==> src/mtt_pkg.sv <==
// Purpose: shared constants and types for the mode transition timer
// Assumes: 40 MHz clock
// Notes:   durations kept in their own units, cycle counts derived here
package mtt_pkg;
    localparam int CLK_MHZ = 40;
    localparam int XTAL_US = 600;
    localparam int LOCK_SHORT_US = 30;
    localparam int LOCK_FULL_US = 50;
    localparam int ONOFF_US = 100;
    localparam int XTAL_CYC = XTAL_US * CLK_MHZ;
    localparam int LOCK_SHORT_CYC = LOCK_SHORT_US * CLK_MHZ;
    localparam int LOCK_FULL_CYC = LOCK_FULL_US * CLK_MHZ;
    localparam int ONOFF_CYC = ONOFF_US * CLK_MHZ;
    localparam int CNT_W = 24;
    localparam logic [2:0] STATE_RST = 3'h0;

    typedef enum logic [2:0] {
        MTT_OFF     = 3'h0,
        MTT_STANDBY = 3'h1,
        MTT_CONFIG  = 3'h2,
        MTT_RX      = 3'h3,
        MTT_TX      = 3'h4
    } mtt_mode_type;

    typedef enum logic [1:0] {
        MTT_PLL_COLD  = 2'h0,
        MTT_PLL_SHORT = 2'h1,
        MTT_PLL_LOCKED = 2'h2
    } mtt_pll_type;

    // Request from the mode logic: wanted target and whether it is allowed now
    typedef struct packed {
        logic         valid;
        mtt_mode_type target;
    } mtt_req_type;

    typedef struct packed {
        mtt_mode_type mode;
        logic         busy;
    } mtt_stat_type;
endpackage

==> src/mtt_seq.sv <==
// Purpose: times moves between off, standby, config, receive and transmit
// Assumes: request inputs are synchronous; config_request_n is a pin
//          preamble_cycles is held steady while a move runs
// Notes:   each transition runs a list of phases, one delay per phase
//          outputs are registered, so status trails the mode register by a cycle
`timescale 1ns/1ps
`default_nettype none
module mtt_seq
    import mtt_pkg::*;
#(
    parameter int XTAL_CYCLES  = XTAL_CYC,
    parameter int SHORT_CYCLES = LOCK_SHORT_CYC,
    parameter int FULL_CYCLES  = LOCK_FULL_CYC,
    parameter int ONOFF_CYCLES = ONOFF_CYC
) (
    input  wire logic                  clk,
    input  wire logic                  rst,
    input  wire logic                  config_request_n,
    input  wire mtt_pkg::mtt_req_type  req,
    input  wire logic [CNT_W-1:0]      preamble_cycles,
    output var  mtt_pkg::mtt_stat_type stat,
    output var  logic                  xtal_on,
    output var  logic                  pll_on,
    output var  logic                  rx_on
);
    // Delay phases; idle means no counter runs
    typedef enum logic [2:0] {
        PH_IDLE  = 3'h0,
        PH_XTAL  = 3'h1,
        PH_PLL   = 3'h2,
        PH_PRE   = 3'h3,
        PH_ONOFF = 3'h4
    } mtt_phase_type;

    logic          cfg_s1_q;
    logic          cfg_s2_q;
    mtt_mode_type  mode_q;
    mtt_mode_type  tgt_q;
    mtt_phase_type ph_q;
    mtt_phase_type ph_d;
    mtt_pll_type   pll_q;
    logic          load_q;
    logic [CNT_W-1:0] len_q;
    logic [CNT_W-1:0] len_d;
    logic          done;

    // Two flops: config request comes from the host's pin
    always_ff @(posedge clk) begin
        if (rst) begin
            cfg_s1_q <= 1'b1;
            cfg_s2_q <= 1'b1;
        end else begin
            cfg_s1_q <= config_request_n;
            cfg_s2_q <= cfg_s1_q;
        end
    end

    wire cfg_low  = !cfg_s2_q;
    wire active   = (mode_q == MTT_RX) || (mode_q == MTT_TX);
    // Low config request ends rx or tx at once, even while the receiver winds down, except during a move between rx and tx
    wire abort    = cfg_low && active && (ph_q == PH_IDLE || ph_q == PH_ONOFF);
    wire from_cfg = (mode_q == MTT_CONFIG);
    // A move is taken only between moves; a request while busy waits
    wire start    = (ph_q == PH_IDLE) && req.valid && (req.target != mode_q) && !abort;

    // PLL delay picked from the lock status held before configuration
    function automatic logic [CNT_W-1:0] lock_len(mtt_pll_type s);
        logic [CNT_W-1:0] n;
        case (s)
            MTT_PLL_LOCKED: n = '0;
            MTT_PLL_SHORT:  n = CNT_W'(SHORT_CYCLES);
            default:        n = CNT_W'(FULL_CYCLES);
        endcase
        return n;
    endfunction

    wire [CNT_W-1:0] pll_len = lock_len(pll_q);

    function automatic mtt_phase_type first_phase(mtt_mode_type from, mtt_mode_type to);
        if (to == MTT_CONFIG && from == MTT_STANDBY)
            return PH_XTAL;
        else if (to == MTT_RX && from == MTT_CONFIG)
            return PH_PLL;
        else if (to == MTT_RX)
            return PH_XTAL;
        else if (to == MTT_TX)
            return PH_PLL;
        else if (from == MTT_RX)
            return PH_ONOFF;
        else
            return PH_IDLE;
    endfunction

    // Phase after the current one finishes; idle means arrive at target
    function automatic mtt_phase_type next_phase(mtt_phase_type p, mtt_mode_type to);
        mtt_phase_type n;
        n = PH_IDLE;
        if (to == MTT_RX) begin
            case (p)
                PH_XTAL: n = PH_PLL;
                PH_PLL:  n = PH_PRE;
                default: n = PH_IDLE;
            endcase
        end
        return n;
    endfunction

    wire mtt_phase_type nxt = next_phase(ph_q, tgt_q);
    wire mtt_phase_type fst = first_phase(mode_q, req.target);
    // Mode reached by the move that completes in this cycle
    wire mtt_mode_type  dest = start ? req.target : tgt_q;

    always_comb begin
        ph_d = ph_q;
        if (start) begin
            ph_d = fst;
        end else if (ph_q != PH_IDLE && done && !abort) begin
            ph_d = nxt;
        end
    end

    // Each phase loads its own limit, so a move sums only its phases
    always_comb begin
        case (ph_d)
            PH_XTAL:  len_d = CNT_W'(XTAL_CYCLES);
            PH_PLL:   len_d = from_cfg ? pll_len : CNT_W'(FULL_CYCLES);
            PH_PRE:   len_d = preamble_cycles;
            PH_ONOFF: len_d = CNT_W'(ONOFF_CYCLES);
            default:  len_d = '0;
        endcase
    end

    // A new delay is loaded whenever a phase begins
    wire phase_change = (ph_d != PH_IDLE) && (start || (done && ph_q != PH_IDLE));
    // Arrival: a zero-delay move, or the end of the last phase
    wire arrive = (start && ph_d == PH_IDLE) || (ph_q != PH_IDLE && done && nxt == PH_IDLE);

    // One counter serves every phase; phases never overlap
    mtt_delay #(
        .W(CNT_W)
    ) u_delay (
        .clk   (clk),
        .rst   (rst),
        .load  (load_q),
        .len   (len_q),
        .abort (abort),
        .done  (done)
    );

    always_ff @(posedge clk) begin
        if (rst) begin
            load_q <= 1'b0;
            len_q  <= '0;
        end else begin
            load_q <= phase_change && !abort;
            len_q  <= len_d;
        end
    end

    always_ff @(posedge clk) begin
        if (rst) begin
            mode_q <= mtt_mode_type'(STATE_RST);
            tgt_q  <= MTT_OFF;
            ph_q   <= PH_IDLE;
        end else if (abort) begin
            mode_q <= MTT_CONFIG;
            ph_q   <= PH_IDLE;
        end else begin
            ph_q <= ph_d;
            if (start) begin
                tgt_q <= req.target;
            end
            if (arrive) begin
                mode_q <= dest;
            end
        end
    end

    // Lock status is kept through configuration; it times the move out of it
    always_ff @(posedge clk) begin
        if (rst) begin
            pll_q <= MTT_PLL_COLD;
        end else if (arrive && !abort) begin
            if (dest == MTT_RX || dest == MTT_TX) begin
                pll_q <= MTT_PLL_LOCKED;
            end else if (dest != MTT_CONFIG) begin
                pll_q <= MTT_PLL_COLD;
            end
        end
    end

    // Crystal is off in off and standby, except while a move is under way
    always_ff @(posedge clk) begin
        if (rst) begin
            stat.mode <= MTT_OFF;
            stat.busy <= 1'b0;
            xtal_on   <= 1'b0;
            pll_on    <= 1'b0;
            rx_on     <= 1'b0;
        end else begin
            stat.mode <= mode_q;
            stat.busy <= (ph_q != PH_IDLE);
            xtal_on   <= (mode_q == MTT_CONFIG) || active || (ph_q != PH_IDLE);
            pll_on    <= active || (ph_q == PH_PLL) || (ph_q == PH_PRE);
            rx_on     <= (mode_q == MTT_RX);
        end
    end
endmodule
`default_nettype wire

==> src/mtt_delay.sv <==
// Purpose: one-shot delay counter
// Assumes: load pulse with length in cycles; zero length finishes next cycle
// Notes:   done is a one-cycle pulse from a register
`timescale 1ns/1ps
`default_nettype none
module mtt_delay #(
    parameter int W = 24
) (
    input  wire logic         clk,
    input  wire logic         rst,
    input  wire logic         load,
    input  wire logic [W-1:0] len,
    input  wire logic         abort,
    output var  logic         done
);
    logic [W-1:0] cnt_q;
    logic         run_q;
    wire          last = run_q && (cnt_q <= W'(1));

    always_ff @(posedge clk) begin
        if (rst || abort) begin
            cnt_q <= '0;
            run_q <= 1'b0;
            done  <= 1'b0;
        end else if (load) begin
            cnt_q <= len;
            run_q <= 1'b1;
            done  <= 1'b0;
        end else begin
            cnt_q <= run_q ? cnt_q - W'(1) : cnt_q;
            run_q <= run_q && !last;
            done  <= last;
        end
    end
endmodule
`default_nettype wire

==> config.mk <==
export PLATFORM = sky130hd
export DESIGN_NAME = mtt_seq
export DESIGN_NICKNAME = d
export VERILOG_FILES = /design/src/mtt_pkg.sv /design/src/mtt_seq.sv /design/src/mtt_delay.sv
export SDC_FILE = /design/constraint.sdc
export NUM_CORES = 1
export LEC_CHECK = 0
export BUFFER_PORTS_ARGS = -buffer_cell sky130_fd_sc_hd__buf_2
export CAP_MARGIN = 20
export CORE_ASPECT_RATIO = 0.75
export CORE_MARGIN = 3
export CORE_UTILIZATION = 52
export CTS_CLUSTER_DIAMETER = 100
export CTS_CLUSTER_SIZE = 24
export DETAILED_ROUTE_END_ITERATION = 16
export GPL_TIMING_DRIVEN = 0
export PLACE_DENSITY = 0.76
export RECOVER_POWER = 25
export SETUP_SLACK_MARGIN = 0.2
export SYNTH_ARGS = -nofsm -noshare
export SYNTH_HDL_FRONTEND = slang
export SYNTH_SLANG_ARGS = --single-unit
==> constraint.sdc <==
create_clock -name clk -period 2.5 [get_ports clk]
set_clock_uncertainty 0.15 [all_clocks]
set_input_delay 0.125 -clock clk [delete_from_list [all_inputs] [get_ports clk]]
set_output_delay 0.125 -clock clk [all_outputs]
set_load 0.005 [all_outputs]
==> results.json <==
{
  "status": "complete, but fails checks",
  "violations": "setup timing",
  "nFillCells": 353,
  "start_util": 0.561,
  "syn-cell-area_sq_um": 3130,
  "maxSlewHeadroom": 0.547,
  "antenna_found_initial": 0,
  "synth_top_area_frac": 0.448,
  "core_area_sq_um": 5580,
  "rsz0062_at_grt": "true",
  "setup_ws_ns": -0.0960,
  "crit_path_end_kind": "register",
  "clk_pin_slew_ns": 0.07,
  "cts.htree.levels": 3,
  "fin_crit_ns": 2.60,
  "cp-start-kind": "register",
  "detail_route.iter0.violations": 416,
  "tightest_slew_ns": 0.679,
  "crit_type": "register to register",
  "final_core_util": 0.777,
  "dr.pass1.iters": 6,
  "timing.setup.tns_ns": -1.30,
  "synthTopCellsByCount": "dfxtp_1 (70), nor2_1 (47), nand2_1 (20)",
  "vias": 3091,
  "leakage_nw": 1.83,
  "drive_gt1_frac": 0.296,
  "synth_top_area_cell": "dfxtp_1",
  "cts_tree": "built",
  "arrival_ns": 2.69,
  "grt_pass1_vias": 2793,
  "worst-path-max-fanout": 8,
  "yosysWarningCount": 0,
  "synth_cells": 339,
  "root_buffer": "clkbuf_8",
  "drv_cap": 0,
  "crit_required_ns": 2.59,
  "overflow": 0,
  "die-height_um": 73.2,
  "clockBufferDepth": 2,
  "syn_area_per_cell_sq_um": 9.23,
  "powerDensity_nw_per_um2": 600,
  "dp_cells": 450,
  "fmax_ghz": 0.385,
  "hold_path_class": "input port to register",
  "numPortBuffers": 36,
  "grt_pass1_wl_um": 14000,
  "gr-usage-all-layers": 0.265,
  "synth_seq_area_share": 0.448,
  "multi_input_area_sq_um": 1850,
  "finalHoldViolCount": 0,
  "preCtsSetupSlack_ns": -0.245,
  "ant_nets": 0,
  "register_area_sq_um": 1410,
  "syn-num-nets": 372,
  "finalSetupViolCount": 21,
  "syn2layout_area_growth_pct": 38.6,
  "clkSinkCount": 70,
  "synth_edf_count": 0,
  "drt-total-wl_um": 9740,
  "nNetsFinal": 474,
  "timing.final.crit_share": 1.04,
  "dieArea_sq_um": 7000,
  "num_rows": 23,
  "wire_per_inst_um": 18.7,
  "die_w_um": 95.6,
  "async_flop_share": 0,
  "place.gp.congestion": 0.902,
  "clock_latency_ns": 0.35,
  "synth_top_flop_cell": "dfxtp_1",
  "whs_ns": 0.00389,
  "synth.most_common_cell": "dfxtp_1",
  "n_antenna_cell": 0,
  "ys_seq_elements": 70,
  "placed_area_sq_um": 3430,
  "synthDistinctLibCells": 60,
  "cts_inserted_buffers": 9,
  "drv_slew": 0,
  "top_level_ports": 38,
  "vdd_drop_max_mv": 0.409,
  "drc": 0,
  "via_per_inst": 5.93,
  "final_area_sq_um": 4340,
  "grt_max_degree": 12,
  "total_power_mw": 2.61,
  "final_cell_count_no_fill": 521,
  "ys_top_cells_by_area": "dfxtp_1 (45%), nor2_1 (5.6%), xor2_1 (4.2%)",
  "hpwlAfterDp_um": 5420
}
## worst paths after layout
path,from,end,slack (ns),cells past startpoint
worst min register to register,cfg_s1_q$_SDFF_PP1_,cfg_s2_q$_SDFF_PP1_,0.27,1
worst min-delay path,preamble_cycles[9],len_q[9]$_SDFF_PP0_,0.004,3
worst max register to register,mode_q[0]$_SDFFE_PP0P_,len_q[13]$_SDFF_PP0_,-0.1,8
worst max-delay path,mode_q[0]$_SDFFE_PP0P_,len_q[13]$_SDFF_PP0_,-0.1,8
## sequential cells by signal (all words and copies together) (netlist names)
register / count
load_q: 1
xtal_on: 1
cfg_s1_q: 1
u_delay.cnt_q: 24
tgt_q: 3
stat: 4
u_delay.done: 1
pll_on: 1
ph_q: 3
mode_q: 3
len_q: 24
rx_on: 1
u_delay.run_q: 1
cfg_s2_q: 1
pll_q: 1
## worst max-delay path, cell delays in order, from the launching register on
cell,delay [ns]
dfxtp_2,0.32
buf_6,0.12
or3b_4,0.44
a2111o_1,0.56
nand2b_4,0.14
o21ai_2,0.16
and4_4,0.30
buf_6,0.14
and2_1,0.15
## per-layer routing
metal | vias to the layer above | share of wire | track usage
met5 | - | 0 | 0
met1 | 1419 | 0.42 | 0.380
met4 | 0 | 0.045 | 0.112
met3 | 54 | 0.10 | 0.0701
li1 | 1401 | - | -
met2 | 217 | 0.43 | 0.376
## cells by family after synthesis
kind of cell / Yosys count / share of synthesized area
simple gates: 148 / 0.253
flops: 70 / 0.448
compound gates: 62 / 0.152
xor+xnor: 25 / 0.0699
buf+inv: 19 / 0.0272
mux: 12 / 0.0396
fa+ha+maj: 3 / 0.0112
## cell usage in the layout, fill, tap and decap left out, types with 3 or more instances in the layout
| master | count |
|---|---|
| dfxtp_1 | 67 |
| nor2_1 | 46 |
| buf_2 | 36 |
| buf_4 | 26 |
| dlygate4sd3_1 | 24 |
| nand2_1 | 19 |
| and2_1 | 16 |
| a21oi_1 | 15 |
| xor2_1 | 14 |
| nor2b_1 | 10 |
| clkbuf_8 | 10 |
| clkbuf_1 | 9 |
| xnor2_1 | 9 |
| buf_6 | 9 |
| nor3_1 | 9 |
| a211oi_1 | 8 |
| mux2i_1 | 8 |
| nor4_1 | 6 |
| inv_1 | 5 |
| nand3b_1 | 5 |
| o21ai_0 | 5 |
| a31oi_1 | 4 |
| nor3_2 | 3 |
| or2_2 | 3 |
| a22oi_2 | 3 |
| o32ai_1 | 3 |
| dfxtp_2 | 3 |
## power by group
part	leakage, nW	switching (mW)	internal (mW)
logic	1.16	0.250	0.231
registers	0.568	0.0459	1.17
clock network	0.0976	0.424	0.490
total	1.83	0.720	1.89
## area by class of cell
cell class | instances | share of cell area
plain buffers | 13 | 0.0210
inverters | 6 | 0.00519
repair buffers | 91 | 0.159
clock inverters | 3 | 0.0101
multi-input cells | 250 | 0.425
flip-flops and latches | 70 | 0.324
clock buffers | 13 | 0.0343
well taps | 75 | 0.0216
## timing repair
action / CTS / global route
endpoints found under the hold margin: 24 / 0
gates cloned: 1 / 0
pin swaps: 16 / 14
buffers inserted: 21 / 9
endpoints found under the setup margin: 55 / 49
resized for setup: 27 / 29
hold buffers: 24 / 0
(Power assumes the default switching activity.)
